## config.mk

```make
export PLATFORM = sky130hd
export DESIGN_NAME = charge_status_bank
export DESIGN_NICKNAME = d
export VERILOG_FILES = /design/src/rtl/charge_status_pkg.sv /design/src/rtl/charge_meter.sv /design/src/rtl/charge_status_bank.sv
export SDC_FILE = /design/constraint.sdc
export NUM_CORES = 1
export LEC_CHECK = 0
export ABC_AREA = 1
export BUFFER_PORTS_ARGS = -buffer_cell sky130_fd_sc_hd__buf_2
export CAP_MARGIN = 20
export CORE_MARGIN = 5
export CORE_UTILIZATION = 32
export DETAILED_ROUTE_END_ITERATION = 16
export GPL_ROUTABILITY_DRIVEN = 0
export PLACE_DENSITY_LB_ADDON = 0.25
export REMOVE_ABC_BUFFERS = 1
export SLEW_MARGIN = 20
export SYNTH_ARGS = -nofsm -noshare
export SYNTH_HDL_FRONTEND = slang
export SYNTH_HIERARCHICAL = 1
export SYNTH_SLANG_ARGS = --single-unit
```

## constraint.sdc

```tcl
create_clock -name clk_sys -period 3.4 [get_ports clk_sys]
set_clock_uncertainty 0.2 [all_clocks]
set_input_delay 1.02 -clock clk_sys [delete_from_list [all_inputs] [get_ports clk_sys]]
set_output_delay 1.02 -clock clk_sys [all_outputs]
set_load 0.05 [all_outputs]
```

## src/rtl/charge_status_pkg.sv

```systemverilog
package charge_status_pkg;

    // Register map
    localparam logic [7:0] ADDR_CHG3   = 8'h01;
    localparam logic [7:0] ADDR_CHG2   = 8'h02;
    localparam logic [7:0] ADDR_CHG1   = 8'h03;
    localparam logic [7:0] ADDR_CHG0   = 8'h04;
    localparam logic [7:0] ADDR_MISC   = 8'h0F;
    localparam logic [7:0] ADDR_FAULT  = 8'h10;
    localparam logic [7:0] ADDR_EVENT  = 8'h11;
    localparam logic [7:0] ADDR_PROF_A = 8'h12;
    localparam logic [7:0] ADDR_PROF_B = 8'h13;
    localparam logic [7:0] ADDR_PINS   = 8'h14;

    // misc_status fields
    localparam int MISC_ALERT_BIT  = 5;
    localparam int MISC_ATTACH_BIT = 4;
    localparam int MISC_CHG_BIT    = 3;
    localparam int MISC_EMU_BIT    = 2;
    localparam int MISC_STEP_LSB   = 0;

    // fault_status fields
    localparam int FLT_ERR_BIT   = 7;
    localparam int FLT_DRAIN_BIT = 6;
    localparam int FLT_RESET_BIT = 5;
    localparam int FLT_UV_BIT    = 4;
    localparam int FLT_TSD_BIT   = 3;
    localparam int FLT_OV_BIT    = 2;
    localparam int FLT_REV_BIT   = 1;
    localparam int FLT_OC_BIT    = 0;
    localparam logic [7:0] FLT_COND_MASK = 8'h5F;
    localparam logic [7:0] FLT_RESET_VAL = 8'h20;

    // event_status fields
    localparam int EVT_BUDGET_BIT = 7;
    localparam int EVT_CC_BIT     = 4;
    localparam int EVT_THR_BIT    = 3;
    localparam int EVT_LOW_BIT    = 2;
    localparam int EVT_REM_BIT    = 1;
    localparam int EVT_ATT_BIT    = 0;
    localparam logic [7:0] EVT_RESET_VAL = 8'h00;

    // Meter geometry: 26 used bits, LSB in bit 6 of the low byte
    localparam int CHARGE_W     = 26;
    localparam int CUR_W        = 8;
    localparam int CHG0_USED_W  = 2;
    localparam int CHG0_PAD_W   = 6;

    // Timing
    localparam int CLK_HZ          = 100_000_000;
    localparam int METER_PERIOD_S  = 1;
    localparam int METER_CYC       = METER_PERIOD_S * CLK_HZ;

    // Current codes, one LSB per 9.76 mA
    localparam logic [7:0] CHG_DETECT_CODE = 8'h0A;
    localparam logic [7:0] LOW_DRAW_CODE   = 8'h01;
    localparam logic [7:0] OC_MIN_CODE     = 8'h0A;

    localparam logic [1:0] BUDGET_ACT_ALERT = 2'h1;
    localparam logic [1:0] STEP_NONE        = 2'h0;
    localparam logic [1:0] STEP_PAIR3       = 2'h3;

    localparam int SYNC_W = 8;

    typedef struct packed {
        logic drain_fail;
        logic bus_undervolt;
        logic over_temp;
        logic source_overvolt;
        logic reverse_volt;
        logic temp_regulate;
    } fault_cond_t;

    typedef struct packed {
        logic       running;
        logic [1:0] pair;
        logic       has_pair3;
    } emul_t;

    typedef enum {ST_RUN, ST_ERROR} err_state_t;

endpackage : charge_status_pkg

```

## src/rtl/charge_meter.sv

```systemverilog
`timescale 1ns/1ns
`default_nettype none
module charge_meter (
    // Clock and reset
    input  wire logic                                  clk_sys,
    input  wire logic                                  rst,
    // Control
    input  wire logic                                  tick,
    input  wire logic                                  active,
    input  wire logic                                  budget_en,
    input  wire logic                                  budget_clear,
    input  wire logic                                  snap_take,
    input  wire logic [charge_status_pkg::CUR_W-1:0]    cur,
    input  wire logic [charge_status_pkg::CHARGE_W-1:0] threshold,
    // Results
    output logic      [charge_status_pkg::CHARGE_W-1:0] total_r,
    output logic      [charge_status_pkg::CHARGE_W-1:0] snap_r,
    output logic                                        hit_r
);
    import charge_status_pkg::*;

    logic [CHARGE_W-1:0] total_nxt;
    logic [CHARGE_W-1:0] snap_nxt;
    logic                hit_nxt;
    logic [CHARGE_W:0]   sum;

    always_comb begin
        total_nxt = total_r;
        snap_nxt  = snap_r;
        hit_nxt   = 1'b0;
        sum       = {1'b0, total_r} + {{(CHARGE_W+1-CUR_W){1'b0}}, cur};
        if (budget_clear || !budget_en) begin
            total_nxt = '0;
        end else if (tick && active) begin
            // Saturate rather than wrap, so the budget compare stays valid
            total_nxt = sum[CHARGE_W] ? '1 : sum[CHARGE_W-1:0];
            hit_nxt   = (total_nxt >= threshold);
        end
        // Holding otherwise keeps the count through Sleep and Error
        if (snap_take) begin
            snap_nxt = total_r;
        end
    end

    always_ff @(posedge clk_sys) begin
        if (rst) begin
            total_r <= '0;
            snap_r  <= '0;
            hit_r   <= 1'b0;
        end else begin
            total_r <= total_nxt;
            snap_r  <= snap_nxt;
            hit_r   <= hit_nxt;
        end
    end

endmodule : charge_meter
`default_nettype wire

```

## src/rtl/charge_status_bank.sv

```systemverilog
// Functional notes
// Meter zeroed only by clear or disable
// Meter kept outside Active, resumes later
// Active: update each second, compare threshold
// Four meter bytes, LSB bit 6 low
// Mirror alert and attach pin levels
// Charging flag follows current versus threshold
// Emulating flag only while Active and emulating
// Step field: none, pair one to three
// Error flag set; write zero rechecks faults
// Error auto-clears on recovery or disable
// Drain failure sets bit, alert, Error
// Fault bits clear on read if gone
// Bus undervoltage sets bit, alert, Error
// Thermal and source overvoltage faults likewise
// Reverse voltage fault sets bit, alert, Error
// Overcurrent needs limit and minimum trip
// Reset bit at power-up, no alert
// Budget reached bit, optional alert, clears
// Constant-current flag when over limit
// Throttle flag, read-clear, alert if linked
// Low-draw flag, read-clear, alert if linked
// Attach/removal flags drive attach pin
// Unmapped reads zero, writes ignored
// Reset loads every register default
// Coherent snapshot of meter bytes
`timescale 1ns/1ns
`default_nettype none
module charge_status_bank #(
    parameter int METER_CYCLES = charge_status_pkg::METER_CYC
) (
    // Clock and reset
    input  wire logic                                   clk_sys,
    input  wire logic                                   rst,
    // Register port
    input  wire logic [7:0]                             reg_addr,
    input  wire logic                                   reg_wr,
    input  wire logic                                   reg_rd,
    input  wire logic [7:0]                             reg_wdata,
    output logic      [7:0]                             reg_rdata,
    output logic                                        reg_rvalid,
    // Power state and configuration
    input  wire logic                                   pwr_active,
    input  wire logic                                   port_power_enable,
    input  wire logic                                   auto_recovery,
    input  wire logic                                   charge_budget_enable,
    input  wire logic                                   charge_budget_clear,
    input  wire logic [1:0]                             charge_budget_action,
    input  wire logic                                   alert_link,
    input  wire logic [charge_status_pkg::CHARGE_W-1:0]  budget_threshold,
    input  wire logic [7:0]                             current_limit_setting,
    // Measurement and detection
    input  wire logic [7:0]                             port_current,
    input  wire charge_status_pkg::fault_cond_t          fault_cond,
    input  wire logic                                   attach_event,
    input  wire logic                                   removal_event,
    input  wire charge_status_pkg::emul_t                emul,
    // Readback of neighbouring status
    input  wire logic [7:0]                             profile_result_a_in,
    input  wire logic [7:0]                             profile_result_b_in,
    input  wire logic [7:0]                             pin_state_in,
    // Open-drain pins
    input  wire logic                                   alert_pin_in,
    output logic                                        alert_pin_out,
    output logic                                        alert_pin_oe,
    input  wire logic                                   attach_detect_pin_in,
    output logic                                        attach_detect_pin_out,
    output logic                                        attach_detect_pin_oe,
    // To power switch
    output logic                                        error_state
);
    import charge_status_pkg::*;

    localparam logic [31:0] TICK_LAST = 32'(METER_CYCLES - 1);

    // Pin and comparator synchroniser
    logic [SYNC_W-1:0] sync1_r;
    logic [SYNC_W-1:0] sync2_r;
    fault_cond_t       cond;
    logic              alert_pin_low;
    logic              attach_pin_low;

    always_ff @(posedge clk_sys) begin
        if (rst) begin
            sync1_r <= '0;
            sync2_r <= '0;
        end else begin
            sync1_r <= {~alert_pin_in, ~attach_detect_pin_in, fault_cond};
            sync2_r <= sync1_r;
        end
    end

    assign alert_pin_low  = sync2_r[SYNC_W-1];
    assign attach_pin_low = sync2_r[SYNC_W-2];
    assign cond           = fault_cond_t'(sync2_r[SYNC_W-3:0]);

    // One-second enable
    logic [31:0] tick_cnt_r;
    logic [31:0] tick_cnt_nxt;
    logic        tick;

    always_comb begin
        tick_cnt_nxt = (tick_cnt_r == TICK_LAST) ? '0 : tick_cnt_r + 32'h1;
    end

    always_ff @(posedge clk_sys) begin
        if (rst) begin
            tick_cnt_r <= '0;
        end else begin
            tick_cnt_r <= tick_cnt_nxt;
        end
    end

    assign tick = (tick_cnt_r == TICK_LAST);

    // Access decode
    logic rd_fault;
    logic rd_event;
    logic wr_fault;
    logic snap_take;

    assign rd_fault  = reg_rd && (reg_addr == ADDR_FAULT);
    assign rd_event  = reg_rd && (reg_addr == ADDR_EVENT);
    assign wr_fault  = reg_wr && (reg_addr == ADDR_FAULT);
    assign snap_take = reg_rd && (reg_addr == ADDR_CHG3);

    // Charge meter
    err_state_t          state_r;
    logic [CHARGE_W-1:0] total;
    logic [CHARGE_W-1:0] snap;
    logic                budget_hit;

    charge_meter u_meter (
        .clk_sys      (clk_sys),
        .rst          (rst),
        .tick         (tick),
        .active       (pwr_active && (state_r == ST_RUN)),
        .budget_en    (charge_budget_enable),
        .budget_clear (charge_budget_clear),
        .snap_take    (snap_take),
        .cur          (port_current),
        .threshold    (budget_threshold),
        .total_r      (total),
        .snap_r       (snap),
        .hit_r        (budget_hit)
    );

    // Fault status and error state
    err_state_t state_nxt;
    logic [7:0] fault_r;
    logic [7:0] fault_nxt;
    logic [7:0] cond_vec;
    logic       any_cond;
    logic       over_limit;
    logic       oc_cond;
    logic       en_prev_r;
    logic       recheck_ok;

    assign over_limit = port_current > current_limit_setting;
    assign oc_cond    = over_limit && (port_current > OC_MIN_CODE);

    always_comb begin
        cond_vec                = '0;
        cond_vec[FLT_DRAIN_BIT] = cond.drain_fail;
        cond_vec[FLT_UV_BIT]    = cond.bus_undervolt;
        cond_vec[FLT_TSD_BIT]   = cond.over_temp;
        cond_vec[FLT_OV_BIT]    = cond.source_overvolt;
        cond_vec[FLT_REV_BIT]   = cond.reverse_volt;
        cond_vec[FLT_OC_BIT]    = oc_cond;
        any_cond                = |cond_vec;
        recheck_ok = !any_cond && !fault_r[FLT_RESET_BIT];
        state_nxt  = state_r;
        fault_nxt  = fault_r;
        if (rd_fault) begin
            fault_nxt = fault_nxt & ~(FLT_COND_MASK & ~cond_vec);
            fault_nxt[FLT_RESET_BIT] = 1'b0;
        end
        if (port_power_enable != en_prev_r) begin
            fault_nxt[FLT_RESET_BIT] = 1'b0;
        end
        if (state_r == ST_ERROR) begin
            if ((wr_fault && !reg_wdata[FLT_ERR_BIT] && recheck_ok)
                || (auto_recovery && !any_cond)
                || !port_power_enable) begin
                state_nxt = ST_RUN;
                fault_nxt = fault_nxt & ~FLT_COND_MASK;
            end
        end
        // A fault present in a clearing cycle still wins
        fault_nxt = fault_nxt | cond_vec;
        if (any_cond) begin
            state_nxt = ST_ERROR;
        end
        fault_nxt[FLT_ERR_BIT] = 1'b0;
    end

    always_ff @(posedge clk_sys) begin
        if (rst) begin
            state_r   <= ST_RUN;
            fault_r   <= FLT_RESET_VAL;
            en_prev_r <= port_power_enable;
        end else begin
            state_r   <= state_nxt;
            fault_r   <= fault_nxt;
            en_prev_r <= port_power_enable;
        end
    end

    // Event status
    logic [7:0] evt_r;
    logic [7:0] evt_nxt;
    logic       low_prev_r;
    logic       low_now;
    logic       att_pin_r;
    logic       att_pin_nxt;

    assign low_now = port_current < LOW_DRAW_CODE;

    always_comb begin
        evt_nxt     = evt_r;
        att_pin_nxt = att_pin_r;
        if (rd_event) begin
            evt_nxt = '0;
        end
        if (charge_budget_clear || !charge_budget_enable) begin
            evt_nxt[EVT_BUDGET_BIT] = 1'b0;
        end
        if (budget_hit && charge_budget_enable) begin
            evt_nxt[EVT_BUDGET_BIT] = 1'b1;
        end
        if (over_limit) begin
            evt_nxt[EVT_CC_BIT] = 1'b1;
        end
        if (cond.temp_regulate) begin
            evt_nxt[EVT_THR_BIT] = 1'b1;
        end
        if (low_now && !low_prev_r) begin
            evt_nxt[EVT_LOW_BIT] = 1'b1;
        end
        if (removal_event) begin
            evt_nxt[EVT_REM_BIT] = 1'b1;
            att_pin_nxt          = 1'b0;
        end
        if (attach_event) begin
            evt_nxt[EVT_ATT_BIT] = 1'b1;
            att_pin_nxt          = 1'b1;
        end
    end

    always_ff @(posedge clk_sys) begin
        if (rst) begin
            evt_r      <= EVT_RESET_VAL;
            low_prev_r <= 1'b1;
            att_pin_r  <= 1'b0;
        end else begin
            evt_r      <= evt_nxt;
            low_prev_r <= low_now;
            att_pin_r  <= att_pin_nxt;
        end
    end

    // Alert pin: reset bit and attach events never drive it
    logic alert_nxt;
    logic budget_alert;
    logic linked_alert;

    assign budget_alert = evt_r[EVT_BUDGET_BIT]
                          && (charge_budget_action == BUDGET_ACT_ALERT);
    assign linked_alert = alert_link
                          && (evt_r[EVT_THR_BIT] || evt_r[EVT_LOW_BIT]);

    always_comb begin
        alert_nxt = (|(fault_r & FLT_COND_MASK))
                    || budget_alert || linked_alert;
    end

    // Misc status, sampled into a register
    logic [7:0] misc_r;
    logic [7:0] misc_nxt;
    logic       emulating;

    always_comb begin
        emulating = pwr_active && (state_r == ST_RUN) && emul.running;
        misc_nxt  = '0;
        misc_nxt[MISC_ALERT_BIT]  = alert_pin_low;
        misc_nxt[MISC_ATTACH_BIT] = attach_pin_low;
        misc_nxt[MISC_CHG_BIT]    = port_current > CHG_DETECT_CODE;
        misc_nxt[MISC_EMU_BIT]    = emulating;
        if (emulating && !(emul.pair == STEP_PAIR3 && !emul.has_pair3)) begin
            misc_nxt[MISC_STEP_LSB +: 2] = emul.pair;
        end else begin
            misc_nxt[MISC_STEP_LSB +: 2] = STEP_NONE;
        end
    end

    always_ff @(posedge clk_sys) begin
        if (rst) begin
            misc_r <= '0;
        end else begin
            misc_r <= misc_nxt;
        end
    end

    // Read data path
    logic [7:0] rdata_nxt;
    logic [7:0] fault_view;

    always_comb begin
        fault_view              = fault_r;
        fault_view[FLT_ERR_BIT] = (state_r == ST_ERROR);
        rdata_nxt               = '0;
        if (reg_rd) begin
            unique case (reg_addr)
                ADDR_CHG3:   rdata_nxt = total[CHARGE_W-1 -: 8];
                ADDR_CHG2:   rdata_nxt = snap[CHARGE_W-9 -: 8];
                ADDR_CHG1:   rdata_nxt = snap[CHARGE_W-17 -: 8];
                ADDR_CHG0:   rdata_nxt = {snap[CHG0_USED_W-1:0],
                                          {CHG0_PAD_W{1'b0}}};
                ADDR_MISC:   rdata_nxt = misc_r;
                ADDR_FAULT:  rdata_nxt = fault_view;
                ADDR_EVENT:  rdata_nxt = evt_r;
                ADDR_PROF_A: rdata_nxt = profile_result_a_in;
                ADDR_PROF_B: rdata_nxt = profile_result_b_in;
                ADDR_PINS:   rdata_nxt = pin_state_in;
                default:     rdata_nxt = '0;
            endcase
        end
    end

    always_ff @(posedge clk_sys) begin
        if (rst) begin
            reg_rdata             <= '0;
            reg_rvalid            <= 1'b0;
            alert_pin_out         <= 1'b0;
            alert_pin_oe          <= 1'b0;
            attach_detect_pin_out <= 1'b0;
            attach_detect_pin_oe  <= 1'b0;
            error_state           <= 1'b0;
        end else begin
            reg_rdata             <= rdata_nxt;
            reg_rvalid            <= reg_rd;
            alert_pin_out         <= 1'b0;
            alert_pin_oe          <= alert_nxt;
            attach_detect_pin_out <= 1'b0;
            attach_detect_pin_oe  <= att_pin_nxt;
            error_state           <= (state_nxt == ST_ERROR);
        end
    end

endmodule : charge_status_bank
`default_nettype wire

```

==> flow_metrics.tcl <==
set metrics [dict create \
    run_status "complete, no violations" \
    syn_avg_cell_area_um2 6.93 \
    cts_buffers 17 \
    slowest_stage "fa_2" \
    crit_chain "buf_8 -> ha_4 -> inv_2 -> fa_2 -> inv_2 -> buf_6 -> nand3_4 -> nand3_4 -> nand2_8 -> buf_12 -> buf_12 -> nand3_4 -> ha_4 -> nand2_2 -> inv_2 -> nor2_1 -> o21a_1 -> nand2_1 -> a21oi_2 -> nand3_1 -> nand2_1 -> inv_1" \
    cts_tree "yes" \
    drt_iter0_markers 490 \
    place_area_um2 10600 \
    fin_cells 1904 \
    r2r_start "u_meter/total_r[0]$_SDFFE_PP0P_" \
    nets 1659 \
    critPathTopFamily "adder cells" \
    clkLatencyLatePin_ns 0.43 \
    hold_path.class "register to register" \
    powerDensity_nw_per_um2 361 \
    worst_setup_path_end_kind "register" \
    finalMaxSlewViolations 0 \
    mostFrequentLayoutCells "nand2_1, inv_1, nor2_1" \
    min_to "sync2_r[3]$_SDFF_PP0_" \
    syn_area_um2 9190 \
    routedWlPerCell_um 14.6 \
    vdd_ir_drop_max_uv 401 \
    leakage_uw 0.00555 \
    fp.dieH_um 179 \
    final_util_pct 41.5 \
    cp_data_arrival_time_ns 3.39 \
    grt_start_max_net_pins 37 \
    dpl.cell_count 1864 \
    layout-drive-gt1-share_pct 26.0 \
    r2r_cells 21 \
    critPathBufInv 8 \
    fmax_ghz 0.307 \
    via_count 8906 \
    slew_headroom_pct 46.2 \
    crit_path_max_fanout 7 \
    startpoint_type "input pin" \
    netlist_instances 1326 \
    finalHoldViolations 0 \
    wl_mm 27.8 \
    critPathRequiredTime_ns 3.53 \
    antenna_left 0 \
    drc 0 \
    min_from "sync1_r[3]$_SDFF_PP0_" \
    worst_r2r_endpoint "u_meter/hit_r$_SDFF_PP0_" \
    root_buffer "clkbuf_16" \
    diodes 0 \
    final_common_cell "nand2_1" \
    std_cell_rows 62 \
    clock-sinks 158 \
    h-tree-depth 4 \
    tightest_slew_ns 0.803 \
    dp_hpwl_mm 21.6 \
    io_buffers 112 \
    fin_tns_setup_ns 0 \
    core_um2 28500 \
    holdPathStages 2 \
    setup_viol 0 \
    grt_usage_pct 16.4 \
    dr.pass1.iters 5 \
    final_cell_area_um2 11800 \
    area_delta_synth_final_pct 28.8 \
    ios 122 \
    die_area_um2 32200 \
    overflow 0 \
    grt_pass1_vias 8386 \
    crit_type "input pin to register" \
    ys_warn_count 6 \
    antenna_found_initial 0 \
    reg2reg_slack_ns 0.36 \
    worstSetupStartpoint "port_current[0]" \
    finalCritPeriodShare_pct 95.9 \
    grt_pass1_wl_mm 43.3 \
    start_util_pct 32.2 \
    routed_via_density 4.68 \
    hold_ws_ns 0.204 \
    cap_violations 0 \
    dieWidth_um 179 \
    fin_crit_ns 3.26 \
    cts.clk_slew.worst_paths_ns 0.07 \
    clockBufferDepth 2 \
    cpPeakStageDelay_ns 0.40 \
]
[timing repair]
item / CTS / global route
hold endpoints to repair: 0 / 0
endpoints found under the setup margin: 1 / 1
hold buffers: 0 / 0
buffers inserted: 0 / 7
cloned: 0 / 1
pin swaps: 0 / 29
gates resized for setup: 6 / 101
[worst min-delay path, cell delays in order (launching register included)]
cell     delay (ns)
dfxtp_1        0.30
inv_1          0.04
nor2_1         0.03
[metal layers]
metal  GRT usage, %  vias up  share of wire, %
li1               -     4631                 -
met1           22.4     4077                48
met2           27.1      177                47
met3           2.83       21               3.8
met4           3.72        0               1.3
met5              0        -                 0
[flip-flops by register name, summed over array words and instances, names as in the netlist, 7 cells and up]
name             flops
state_r             32
tick_cnt_r          32
u_meter/total_r     26
u_meter/snap_r      18
reg_rdata            8
sync1_r              8
sync2_r              8
fault_r              7
[final cells by class]
type,instances,area (um^2)
clock buffer,17,425
clock inverter,15,188
fill,3031,16700
inverter,218,823
multi-input combinational,917,5500
sequential,158,3160
tap,384,480
timing repair buffer,195,1260
[through the flow]
| stage | setup slack (ns) | total power, uW |
|---|---|---|
| CTS | 0.0342 | 4290 |
| finish | 0.140 | 4280 |
| detailed placement | -0.610 | 2300 |
| global placement | -0.584 | 2300 |
| global route | -0.0216 | 4450 |
| floorplan | -0.807 | 2120 |
[worst max-delay path by stage]
stage / end / slack, ns / cells after the start
floorplan: u_meter/snap_r[0]$_SDFFE_PP0P_ / -0.81 / 8
CTS: u_meter/hit_r$_SDFF_PP0_ / 0.03 / 21
detailed placement: u_meter/hit_r$_SDFF_PP0_ / -0.61 / 20
global placement: u_meter/hit_r$_SDFF_PP0_ / -0.58 / 20
global route: u_meter/hit_r$_SDFF_PP0_ / -0.02 / 23
finish: u_meter/hit_r$_SDFF_PP0_ / 0.14 / 22
[where the power goes]
group,internal [uW],leakage [uW],switching [uW],total [uW]
clock,1060,0.000301,924,1990
combinational,152,0.00396,242,393
sequential,1880,0.00128,14.9,1890
total,3090,0.00555,1180,4280
(Power assumes the default switching activity.)
